$ cat src/design/rmpc_defines.svh
`ifndef RMPC_DEFINES_SVH
`define RMPC_DEFINES_SVH

// link table size
`define RMPC_MAX_LINKS 5'h14
`define RMPC_LINK_IDX_W 5

// register byte offsets
`define RMPC_OFF_LIMIT 8'h00
`define RMPC_OFF_CMD 8'h04
`define RMPC_OFF_STATUS 8'h08
`define RMPC_OFF_LINKS 8'h0c
`define RMPC_OFF_ROLES 8'h10

// limit register fields
`define RMPC_LIM_PERIPH_LSB 0
`define RMPC_LIM_CENTRAL_LSB 8
`define RMPC_LIM_PERIPH_RST 5'h01
`define RMPC_LIM_CENTRAL_RST 5'h01

// command register bits
`define RMPC_CMD_SCAN 0
`define RMPC_CMD_ADV 1
`define RMPC_CMD_ENTER_CFG 2
`define RMPC_CMD_EXIT_CFG 3
`define RMPC_CMD_STOP 4

// status register bits
`define RMPC_ST_SLEEP 0
`define RMPC_ST_CONFIG 1
`define RMPC_ST_UART_DEF 2
`define RMPC_ST_SCAN 3
`define RMPC_ST_ADV 4
`define RMPC_ST_DROP 5
`define RMPC_ST_CENTRAL_LSB 8
`define RMPC_ST_PERIPH_LSB 16

// synchroniser idle levels of the pins
`define RMPC_PIN_HIGH_RST 1'b1
`define RMPC_PIN_LOW_RST 1'b0

`endif

$ cat src/design/rmpc_pkg.sv
package rmpc_pkg;

	typedef enum logic [0:0] {
		RMPC_RR_IDLE = 1'b0,
		RMPC_RR_SEND = 1'b1
	} rmpc_rr_state_type;

	typedef logic [4:0] rmpc_idx_type;

endpackage

$ cat src/design/rmpc_sync.sv
module rmpc_sync #(
	parameter logic RESET_VAL = 1'b1
) (
	input wire logic clk,
	input wire logic rst_n,
	input wire logic pin,
	output logic level
);

	logic s1_reg;
	logic s2_reg;
	logic s3_reg;

	always_ff @(posedge clk) begin
		if (!rst_n) begin
			s1_reg <= RESET_VAL;
			s2_reg <= RESET_VAL;
			s3_reg <= RESET_VAL;
		end else begin
			s1_reg <= pin;
			s2_reg <= s1_reg;
			s3_reg <= s2_reg;
		end
	end

	// level follows only once two later stages agree
	always_ff @(posedge clk) begin
		if (!rst_n) begin
			level <= RESET_VAL;
		end else if (s2_reg == s3_reg) begin
			level <= s3_reg;
		end
	end

endmodule

$ cat src/design/rmpc_top.sv
// Implementation choices: the plain strobed port and the placing of the registers.
`include "rmpc_defines.svh"
module rmpc_top (
	input wire logic clk,
	input wire logic rst_n,
	input wire logic reset_in,
	input wire logic sleep_req_in,
	input wire logic config_sel_in,
	input wire logic link_drop_in,
	output logic sleep_status_out,
	output logic mode_status_out,
	output logic advertising_status_out,
	output logic scanning_out,
	output logic uart_default_out,
	output logic link_drop_req_out,
	input wire logic [7:0] reg_addr,
	input wire logic [31:0] reg_wdata,
	input wire logic reg_wr,
	input wire logic reg_rd,
	output logic [31:0] reg_rdata,
	input wire logic conn_open,
	input wire logic conn_open_central,
	input wire logic [4:0] conn_open_idx,
	input wire logic conn_close,
	input wire logic [4:0] conn_close_idx,
	input wire logic tx_valid,
	input wire logic [7:0] tx_data,
	output logic tx_ready,
	output logic link_tx_valid,
	output logic [4:0] link_tx_idx,
	output logic [7:0] link_tx_data,
	input wire logic link_tx_ready
);

	localparam int NL = 20;

	logic reset_sync;
	logic sleep_sync;
	logic cfg_sync;
	logic drop_sync;
	logic rst_int_n;
	logic cfg_prev_reg;
	logic config_reg;
	logic pin_cfg_reg;
	logic scan_cmd_reg;
	logic adv_cmd_reg;
	logic [4:0] periph_max_reg;
	logic [4:0] central_max_reg;
	logic [NL-1:0] active_reg;
	logic [NL-1:0] active_next;
	logic [NL-1:0] central_reg;
	logic [NL-1:0] central_next;
	logic [NL-1:0] pend_reg;
	logic [4:0] central_cnt;
	logic [4:0] periph_cnt;
	logic [5:0] total_cnt;
	logic sleeping;
	logic central_full;
	logic periph_full;
	logic scan_en;
	logic adv_en;
	logic wr_limit;
	logic wr_cmd;
	logic [4:0] new_periph;
	logic [4:0] new_central;
	logic [5:0] new_sum;
	logic [7:0] tx_byte_reg;
	rmpc_pkg::rmpc_idx_type idx_reg;
	rmpc_pkg::rmpc_rr_state_type rr_state_reg;

	function automatic logic [4:0] rmpc_popcount(input logic [NL-1:0] v);
		logic [4:0] c;
		c = 5'h00;
		for (int i = 0; i < NL; i++) begin
			c = c + {4'h0, v[i]};
		end
		return c;
	endfunction

	// reset pin idles low, control pins idle high
	rmpc_sync #(.RESET_VAL(`RMPC_PIN_LOW_RST)) u_sync_reset (
		.clk(clk),
		.rst_n(rst_n),
		.pin(reset_in),
		.level(reset_sync)
	);

	rmpc_sync #(.RESET_VAL(`RMPC_PIN_HIGH_RST)) u_sync_sleep (
		.clk(clk),
		.rst_n(rst_n),
		.pin(sleep_req_in),
		.level(sleep_sync)
	);

	rmpc_sync #(.RESET_VAL(`RMPC_PIN_HIGH_RST)) u_sync_cfg (
		.clk(clk),
		.rst_n(rst_n),
		.pin(config_sel_in),
		.level(cfg_sync)
	);

	rmpc_sync #(.RESET_VAL(`RMPC_PIN_HIGH_RST)) u_sync_drop (
		.clk(clk),
		.rst_n(rst_n),
		.pin(link_drop_in),
		.level(drop_sync)
	);

	assign rst_int_n = rst_n && !reset_sync;

	assign wr_limit = reg_wr && (reg_addr == `RMPC_OFF_LIMIT);
	assign wr_cmd = reg_wr && (reg_addr == `RMPC_OFF_CMD);

	// configuration mode: pin falling edge enters, pin rising edge or exit command leaves
	always_ff @(posedge clk) begin
		if (!rst_int_n) begin
			cfg_prev_reg <= `RMPC_PIN_HIGH_RST;
			config_reg <= 1'b0;
			pin_cfg_reg <= 1'b0;
		end else begin
			cfg_prev_reg <= cfg_sync;
			if (cfg_prev_reg && !cfg_sync) begin
				config_reg <= 1'b1;
				pin_cfg_reg <= 1'b1;
			end else if (!cfg_prev_reg && cfg_sync && config_reg) begin
				config_reg <= 1'b0;
				pin_cfg_reg <= 1'b0;
			end else if (wr_cmd && reg_wdata[`RMPC_CMD_EXIT_CFG]) begin
				config_reg <= 1'b0;
				pin_cfg_reg <= 1'b0;
			end else if (wr_cmd && reg_wdata[`RMPC_CMD_ENTER_CFG] && !config_reg) begin
				config_reg <= 1'b1;
				pin_cfg_reg <= 1'b0;
			end
		end
	end

	assign sleeping = sleep_sync && !config_reg;

	// limits are clamped so the two roles together never pass the link table size
	assign new_periph = (reg_wdata[`RMPC_LIM_PERIPH_LSB +: 5] > `RMPC_MAX_LINKS) ?
		`RMPC_MAX_LINKS : reg_wdata[`RMPC_LIM_PERIPH_LSB +: 5];
	assign new_sum = {1'b0, new_periph} + {1'b0, reg_wdata[`RMPC_LIM_CENTRAL_LSB +: 5]};
	assign new_central = (new_sum > {1'b0, `RMPC_MAX_LINKS}) ?
		(`RMPC_MAX_LINKS - new_periph) : reg_wdata[`RMPC_LIM_CENTRAL_LSB +: 5];

	always_ff @(posedge clk) begin
		if (!rst_int_n) begin
			periph_max_reg <= `RMPC_LIM_PERIPH_RST;
			central_max_reg <= `RMPC_LIM_CENTRAL_RST;
		end else if (wr_limit) begin
			periph_max_reg <= new_periph;
			central_max_reg <= new_central;
		end
	end

	assign central_cnt = rmpc_popcount(active_reg & central_reg);
	assign periph_cnt = rmpc_popcount(active_reg & ~central_reg);
	assign total_cnt = {1'b0, central_cnt} + {1'b0, periph_cnt};
	assign central_full = central_cnt >= central_max_reg;
	assign periph_full = periph_cnt >= periph_max_reg;

	// link table; a drop request clears it, sleep leaves it alone
	always_comb begin
		active_next = active_reg;
		central_next = central_reg;
		if (conn_close && (conn_close_idx < `RMPC_MAX_LINKS)) begin
			active_next[conn_close_idx] = 1'b0;
		end
		if (conn_open && (conn_open_idx < `RMPC_MAX_LINKS) && !active_reg[conn_open_idx]
				&& (total_cnt < {1'b0, `RMPC_MAX_LINKS})
				&& (conn_open_central ? !central_full : !periph_full)) begin
			active_next[conn_open_idx] = 1'b1;
			central_next[conn_open_idx] = conn_open_central;
		end
		if (!drop_sync) begin
			active_next = '0;
		end
	end

	always_ff @(posedge clk) begin
		if (!rst_int_n) begin
			active_reg <= '0;
			central_reg <= '0;
		end else begin
			active_reg <= active_next;
			central_reg <= central_next;
		end
	end

	// manual scan and advertise commands, honoured only in configuration mode
	always_ff @(posedge clk) begin
		if (!rst_int_n) begin
			scan_cmd_reg <= 1'b0;
		end else if (!config_reg || central_full || (wr_cmd && reg_wdata[`RMPC_CMD_STOP])) begin
			scan_cmd_reg <= 1'b0;
		end else if (wr_cmd && reg_wdata[`RMPC_CMD_SCAN] && (central_max_reg != 5'h00)) begin
			scan_cmd_reg <= 1'b1;
		end
	end

	always_ff @(posedge clk) begin
		if (!rst_int_n) begin
			adv_cmd_reg <= 1'b0;
		end else if (!config_reg || periph_full || (wr_cmd && reg_wdata[`RMPC_CMD_STOP])) begin
			adv_cmd_reg <= 1'b0;
		end else if (wr_cmd && reg_wdata[`RMPC_CMD_ADV] && (periph_max_reg != 5'h00)) begin
			adv_cmd_reg <= 1'b1;
		end
	end

	assign scan_en = (central_max_reg != 5'h00) && !central_full && !sleeping
		&& (config_reg ? scan_cmd_reg : 1'b1);
	assign adv_en = (periph_max_reg != 5'h00) && !periph_full && !sleeping
		&& (config_reg ? adv_cmd_reg : 1'b1);

	always_ff @(posedge clk) begin
		if (!rst_int_n) begin
			sleep_status_out <= 1'b1;
			mode_status_out <= 1'b1;
			advertising_status_out <= 1'b0;
			scanning_out <= 1'b0;
			uart_default_out <= 1'b0;
			link_drop_req_out <= 1'b0;
		end else begin
			sleep_status_out <= !sleeping;
			mode_status_out <= !config_reg;
			advertising_status_out <= adv_en;
			scanning_out <= scan_en;
			uart_default_out <= pin_cfg_reg;
			link_drop_req_out <= !drop_sync;
		end
	end

	// round robin: each byte goes to every open link once, lowest index first
	assign tx_ready = (rr_state_reg == rmpc_pkg::RMPC_RR_IDLE);
	assign link_tx_valid = (rr_state_reg == rmpc_pkg::RMPC_RR_SEND)
		&& pend_reg[idx_reg] && active_reg[idx_reg];

	always_ff @(posedge clk) begin
		if (!rst_int_n) begin
			rr_state_reg <= rmpc_pkg::RMPC_RR_IDLE;
			pend_reg <= '0;
			idx_reg <= 5'h00;
			tx_byte_reg <= 8'h00;
		end else begin
			case (rr_state_reg)
				rmpc_pkg::RMPC_RR_IDLE: begin
					idx_reg <= 5'h00;
					if (tx_valid && (active_reg != '0)) begin
						tx_byte_reg <= tx_data;
						pend_reg <= active_reg;
						rr_state_reg <= rmpc_pkg::RMPC_RR_SEND;
					end
				end
				rmpc_pkg::RMPC_RR_SEND: begin
					if ((pend_reg & active_reg) == '0) begin
						pend_reg <= '0;
						rr_state_reg <= rmpc_pkg::RMPC_RR_IDLE;
					end else if (!pend_reg[idx_reg] || !active_reg[idx_reg] || link_tx_ready) begin
						pend_reg[idx_reg] <= 1'b0;
						idx_reg <= (idx_reg == (`RMPC_MAX_LINKS - 5'h01)) ? 5'h00 : (idx_reg + 5'h01);
					end
				end
				default: begin
					rr_state_reg <= rmpc_pkg::RMPC_RR_IDLE;
				end
			endcase
		end
	end

	assign link_tx_idx = idx_reg;
	assign link_tx_data = tx_byte_reg;

	// read port: data one cycle after the strobe, zero for unmapped offsets
	always_ff @(posedge clk) begin
		if (!rst_int_n) begin
			reg_rdata <= 32'h00000000;
		end else if (reg_rd) begin
			if (reg_addr == `RMPC_OFF_LIMIT) begin
				reg_rdata <= {19'h00000, central_max_reg, 3'h0, periph_max_reg};
			end else if (reg_addr == `RMPC_OFF_STATUS) begin
				reg_rdata <= {11'h000, periph_cnt, 3'h0, central_cnt, 2'h0, !drop_sync,
					adv_en, scan_en, pin_cfg_reg, config_reg, sleeping};
			end else if (reg_addr == `RMPC_OFF_LINKS) begin
				reg_rdata <= {12'h000, active_reg};
			end else if (reg_addr == `RMPC_OFF_ROLES) begin
				reg_rdata <= {12'h000, central_reg & active_reg};
			end else begin
				reg_rdata <= 32'h00000000;
			end
		end else begin
			reg_rdata <= 32'h00000000;
		end
	end

endmodule

$ cat config.mk
export PLATFORM = sky130hd
export DESIGN_NAME = rmpc_top
export DESIGN_NICKNAME = d
export VERILOG_FILES = /design/src/design/rmpc_pkg.sv /design/src/design/rmpc_sync.sv /design/src/design/rmpc_top.sv
export VERILOG_INCLUDE_DIRS = /design/src /design/src/design
export SDC_FILE = /design/constraint.sdc
export NUM_CORES = 1
export LEC_CHECK = 0
export ABC_AREA = 1
export BUFFER_PORTS_ARGS = -buffer_cell sky130_fd_sc_hd__buf_2
export CAP_MARGIN = 20
export CORE_AREA = 2 2 132 134
export DETAILED_ROUTE_END_ITERATION = 7
export DIE_AREA = 0 0 134 136
export GPL_ROUTABILITY_DRIVEN = 0
export PLACE_DENSITY_LB_ADDON = 0.08
export RECOVER_POWER = 100
export REMOVE_ABC_BUFFERS = 1
export SLEW_MARGIN = 5
export SYNTH_ARGS = -nofsm -noshare
export SYNTH_HDL_FRONTEND = slang
export SYNTH_SLANG_ARGS = --single-unit
$ cat constraint.sdc
create_clock -name clk -period 14.4 [get_ports clk]
set_input_delay 1.44 -clock clk [delete_from_list [all_inputs] [get_ports clk]]
set_output_delay 1.44 -clock clk [all_outputs]
set_load 0.05 [all_outputs]
==> results of run 1 <==
-- cells in the final DEF (no fill, tap or decap), drive strengths merged, types with 52 or more instances in the layout --
cell type | Yosys | routed
nand2 | 343 | 343
inv | 235 | 239
nor2 | 162 | 162
dfxtp | 132 | 132
o21ai | 85 | 85
a21oi | 77 | 77
nand3 | 71 | 71
clkbuf | 24 | 64
buf | 40 | 52
-- through the flow --
step,instances,total power [mW],worst slack [ns]
5_1_grt,1676,0.989,6.43
4_1_cts,1676,0.953,7.98
6_report,1676,0.951,6.95
3_3_place_gp,1644,0.518,8.05
2_1_floorplan,1322,0.483,8.35
3_5_place_dp,1644,0.520,8.00
-- worst min path at each step --
stage,cells past startpoint,slack [ns],endpoint
after floorplan,2,0.39,u_sync_reset.s2_reg$_SDFF_PN0_
after global placement,1,0.39,u_sync_drop.s2_reg$_SDFF_PN1_
after detailed placement,1,0.40,u_sync_sleep.s2_reg$_SDFF_PN1_
after CTS,1,0.42,u_sync_sleep.s2_reg$_SDFF_PN1_
after global routing,1,0.42,u_sync_drop.s2_reg$_SDFF_PN1_
final,1,0.41,u_sync_sleep.s2_reg$_SDFF_PN1_
-- final cells by class --
type / instances / area (sq um)
Multi-Input combinational cell: 951 / 5160
Sequential cell: 132 / 2640
Timing Repair Buffer: 97 / 437
Inverter: 239 / 897
Clock inverter: 13 / 151
Tap cell: 225 / 282
Clock buffer: 19 / 433
Fill cell: 1688 / 6870
-- metal layers --
metal | up-vias | routed length, microns | track usage (%)
li1 | 4464 | - | -
met1 | 4025 | 11500 | 38.9
met2 | 345 | 11900 | 46.8
met3 | 65 | 1980 | 6.67
met4 | 2 | 756 | 11.0
met5 | - | 7 | 0
-- where the power goes --
part           internal, mW  switching [mW]  total, mW
clock network         0.257           0.179      0.437
logic                0.0375          0.0898      0.127
registers             0.377         0.00997      0.387
-- logic make-up after synthesis --
| logic type | after synthesis |
|---|---|
| adder cells (fa/ha/maj) | 65 |
| flip-flops | 132 |
| buffers and inverters | 303 |
| AND/OR/NAND/NOR | 663 |
| AO/OA/AOI/OAI | 205 |
| other | 1 |
| XOR/XNOR | 7 |
==> metrics, run 1 <==
Most common cell on crit path=fa_1; crit-path max cell delay=1.11 ns; async set-reset flop share out of synthesis=0%; final worst path period share=51.7%; IO buf count=90; Min Hold Slack=0.415 ns; Max Cap Violations=3; initial antenna violation count=1; synth warn=0; setup repair bufs after CTS=0; core box area=0.0169 sq mm; post-cts resize count=0; Crit Path Category=flip-flop to flip-flop; Cells after Synth=1,376; Synth Area in Adders=11.4%; setup TNS after final layout=0 ns; Post-synth EDFFs=0; LEAKAGE=4.69 nW; Worst path depth=26; post-synth cell types=46; Cell Area, Synth=0.00903 sq mm; fin area=0.0100 sq mm; FF-to-FF End=central_reg[4]$_SDFFE_PN0P_; Final setup viols=0; Setup crit end=central_reg[4]$_SDFFE_PN0P_; WL final=26,100 microns; post-route ant nets=0; Initial DRC Count=837; Power Dens Cells=95.0 mW/mm^2; r2r startpoint=active_reg[1]$_SDFF_PN0_; Ports=124; XOR/XNOR share of the synthesized area=0.679%; nets@finish=1,574; prevailing post-synth register cell=dfxtp_1; hold_buf cts=0; largest reg by FF count=reg_rdata; Seq/Total Area, Yosys=29.3%; Die Width=134 microns; Post-route DRC=0; Slew @ Worst Pin=2.59 ns; Tmin final=7.45 ns; reg-to-reg slack, setup=6.95 ns; number of flip-flops under the largest register name=21; Buf/Inv on CP=6; Synth top area share=29.3%; die area=0.0182 sq mm; mean post-synth cell area=6.56 sq um; crit path launch type=flip-flop; Synth area leader=dfxtp_1; GRT Util Overall=29.3%; Area Overhead vs Synth=10.8%; clock sink count=132; worst hold start=u_sync_sleep.s1_reg$_SDFF_PN1_; failing checks=max-capacitance violations, max-slew violations; worst-case clock buffer depth=2; vias per cell=5.31; CTS H-tree depth=4; Die Span Y=136 microns; slowest CP cell=clkbuf_1; number of global-route vias before repair=8,075; largest net degree at the start of global routing=50; CTS buffer count=17; row count=48; Relative slew margins=-72.6%; clock slew at reported path FFs=0.06 ns; first-pass GRT wire length=41,400 microns; flops & latches, synth=132; Post-Synth Simple-Gate Area=32.0%; CP Launch Point=active_reg[1]$_SDFF_PN0_; CP top delay family=adder cells; Clk Latency, worst-skew pair=0.44 ns; R2R depth=26; share of layout cells above drive strength 1=9.03%; RSZ-0062 raised after global routing=no; initial core utilization=53.5%; drt first pass iters=5; Setup Skew=0.00861 ns; status=finished with violations; fin. max-slew vios=127; synth top area cells=dfxtp_1 29%, nand2_1 14%, inv_1 9.4%; Fmax achieved=134 MHz; post-layout utilization of the core=59.3%; Synth Area in Compound Gates=12.6%; Worst VDD drop=0.0759 mV; CP Data Arrival Time=7.82 ns; Commonest cells post-synth=329 x nand2_1, 225 x inv_1, 147 x nor2_1; TritonCTS clock tree=done; largest family of logic cells by synthesized area=simple AND/OR/NAND/NOR gates; total number of vias=8,901; Final Hold Vio Count=0; ant diodes=0; GR Overflow Total=0; Root Buffer=clkbuf_16; CP max FO=40; Worst EP required=14.77 ns; DP HPWL=19,500 microns; Placed Area=0.00950 sq mm; Hold Crit Class=flip-flop to flip-flop; most numerous cell in the Yosys netlist=nand2_1; mux cell area share after synthesis=0%; WL/cell=15.6 microns; CP endpoint kind=flip-flop
No activity file was read; power rests on OpenSTA's default activity.
==> inputs of run 2 (changes only) <==
- CORE_AREA: 2 2 132 134 -> 2 2 134 136
- DIE_AREA: 0 0 134 136 -> 0 0 136 138
- clock period: 14.4 -> 6.35 ns (I/O delays scaled with it)
==> metrics, run 2 (synthesis gave the netlist of run 1 again) <==
status=finished with violations; failing checks=max-capacitance violations, max-slew violations; Min Hold Slack=0.382 ns (-0.0327 ns); Post-route DRC=0 (unchanged); number of flip-flops under the largest register name=21 (unchanged); Seq pwr share=40.1% (-0.6 points); clock sink count=132 (unchanged); CTS buffer count=17 (unchanged); Area Overhead vs Synth=12.4%; worst-case clock buffer depth=2 (unchanged); Final setup viols=0 (unchanged); Most common cell on crit path=fa_1; post-route ant nets=0 (unchanged); LEAKAGE=4.75 nW (+1.5%); R2R depth=24 (-7.7%); CP Data Arrival Time=6.37 ns (-1.45 ns); clock slew at reported path FFs=0.07 ns (about the same); CP Launch Point=active_reg[7]$_SDFF_PN0_; core box area=0.0175 sq mm (+3.9%); setup TNS after final layout=0 ns (unchanged); Placed Area=0.00959 sq mm (+0.95%); final worst path period share=94.6% (+43 points); first-pass GRT wire length=42,300 microns (+2.2%); TritonCTS clock tree=done; drt first pass iters=5 (unchanged); hold worst-path end=u_sync_reset.s1_reg$_SDFF_PN0_; WL final=26,300 microns (+0.55%); ant diodes=0 (unchanged); worst-path cell chain=nand2_1, inv_1, fa_1, fa_1, inv_1, fa_1, fa_1, inv_1, fa_1, ha_1, fa_1, a21oi_1, o21bai_1, ha_1, nand4_1, or2_2, nand4_1, and2_1, nor2_2, buf_12, nand3_1, nand2_1, inv_1, nor2_1; hold_buf cts=0 (unchanged); CP max FO=40 (unchanged); Seq. cell area=0.00265 sq mm (+0.14%); Power Dens Cells=216 mW/mm^2 (+130%); total power=2.19 mW (+130%); total number of vias=8,920 (+0.21%); Worst VDD drop=0.190 mV (+150%); multi-input logic area=0.00518 sq mm (+0.44%); Int Power=1.54 mW (+130%); Die Width=136 microns (+1.5%); r2r startpoint=active_reg[7]$_SDFF_PN0_; setup repair bufs after CTS=0 (unchanged); die area=0.0188 sq mm (+3.0%); Clk Latency, worst-skew pair=0.43 ns (about the same); crit-path max cell delay=0.55 ns (-0.56 ns); Setup Skew=0.0113 ns (+0.00269 ns); row count=49 (+2.1%); Slew @ Worst Pin=1.58 ns (-1.01 ns); commonest non-fill, non-tap cell in the layout=nand2_1; DP HPWL=19,600 microns (+0.83%); worst hold start=reset_in; Root Buffer=clkbuf_16; Tmin final=6.01 ns (-1.44 ns); largest reg by FF count=reg_rdata; FF-to-FF End=central_reg[12]$_SDFFE_PN0P_; largest net degree at the start of global routing=59 (+18%); WL/cell=15.6 microns (-0.16%); fill count=1,837 (+8.8%); share of layout cells above drive strength 1=10.1% (+1.0 points); fin area=0.0101 sq mm (+1.4%); Max Cap Violations=2 (-1); commonest non-fill, non-tap cells in the layout=330 x nand2_1, 225 x inv_1, 147 x nor2_1; GR Overflow Total=0 (unchanged); number of global-route vias before repair=8,233 (+2.0%); initial antenna violation count=1 (unchanged); switching power=642 uW (+130%); clock network power share=46.5% (+0.6 points); Final Hold Vio Count=0 (unchanged); Initial DRC Count=751 (-10%); sw frac=29.4% (about the same); Die Span Y=138 microns (+1.5%); Ports=124 (unchanged); Fmax achieved=166 MHz (+24%); Comb power frac=13.4% (about the same); CTS H-tree depth=4 (unchanged); IO buf count=90 (unchanged); Crit Path Category=flip-flop to flip-flop; CP endpoint kind=flip-flop; Min-Delay Path Depth=3 (+2); vias per cell=5.28 (-0.50%); slowest CP cell=fa_1; Relative slew margins=-5.05% (+68 points); GRT Util Overall=28.9% (-0.46 points); reg-to-reg slack, setup=0.34 ns (-6.61 ns); Hold Crit Class=input port to flip-flop; fin. max-slew vios=37 (-71%); RSZ-0062 raised after global routing=no; initial core utilization=51.5% (-2.0 points); Worst EP required=6.71 ns (-8.06 ns); nets@finish=1,582 (+0.51%); crit path launch type=flip-flop
run 2: critical path: cells and delay by family (launching register included):
| kind | cells | cell delay, ns |
|---|---|---|
| buf+inv | 5 | 0.45 |
| flops | 1 | 0.53 |
| simple gates | 9 | 1.21 |
| fa+ha+maj | 8 | 3.47 |
| compound gates | 2 | 0.28 |
run 2: repair_timing:
action	CTS	global route
resized for setup	0	6
setup endpoints to repair	0	32
hold endpoints to repair	0	0
run 2: worst max-delay path by stage:
stage,end,cells after the start
3_3_place_gp,central_reg[4]$_SDFFE_PN0P_,26
2_1_floorplan,central_reg[0]$_SDFFE_PN0P_,25
5_1_grt,central_reg[17]$_SDFFE_PN0P_,26
6_report,central_reg[12]$_SDFFE_PN0P_,24
4_1_cts,central_reg[4]$_SDFFE_PN0P_,25
3_5_place_dp,central_reg[4]$_SDFFE_PN0P_,25
run 2: cell type report:
type | count | area share, %
Multi-Input combinational cell | 951 | 51.1
Sequential cell | 132 | 26.1
Inverter | 239 | 8.84
Timing Repair Buffer | 105 | 5.18
Clock buffer | 18 | 4.33
Tap cell | 229 | 2.82
Clock inverter | 14 | 1.64
run 2: stage by stage:
step | util [%] | setup slack [ns] | std cells
final | 57.9 | 0.340 | 1688
after global routing | 57.9 | 0.00709 | 1688
after CTS | 58.1 | 0.316 | 1688
after detailed placement | 54.7 | 0.353 | 1656
after global placement | 54.7 | 0.397 | 1656
after floorplan | - | 0.299 | 1322
run 2: layer usage:
layer  share of wire, %  vias to the layer above  track usage [%]  wire length (microns)
li1                   -                     4476                -                      -
met1                 44                     4072             38.5                  11600
met2                 46                      301             46.0                  12100
met3                6.4                       71             5.76                   1680
met4                3.4                        0             11.1                    902
met5                  0                        -                0                      0
run 2: power by group through the flow:
stage	Combinational [mW]	Clock, mW	Sequential [mW]
after global placement	0.288	0	0.894
after CTS	0.292	1.03	0.877
after detailed placement	0.290	0	0.895
after global routing	0.330	1.07	0.880
final	0.293	1.02	0.877
after floorplan	0.187	0	0.907
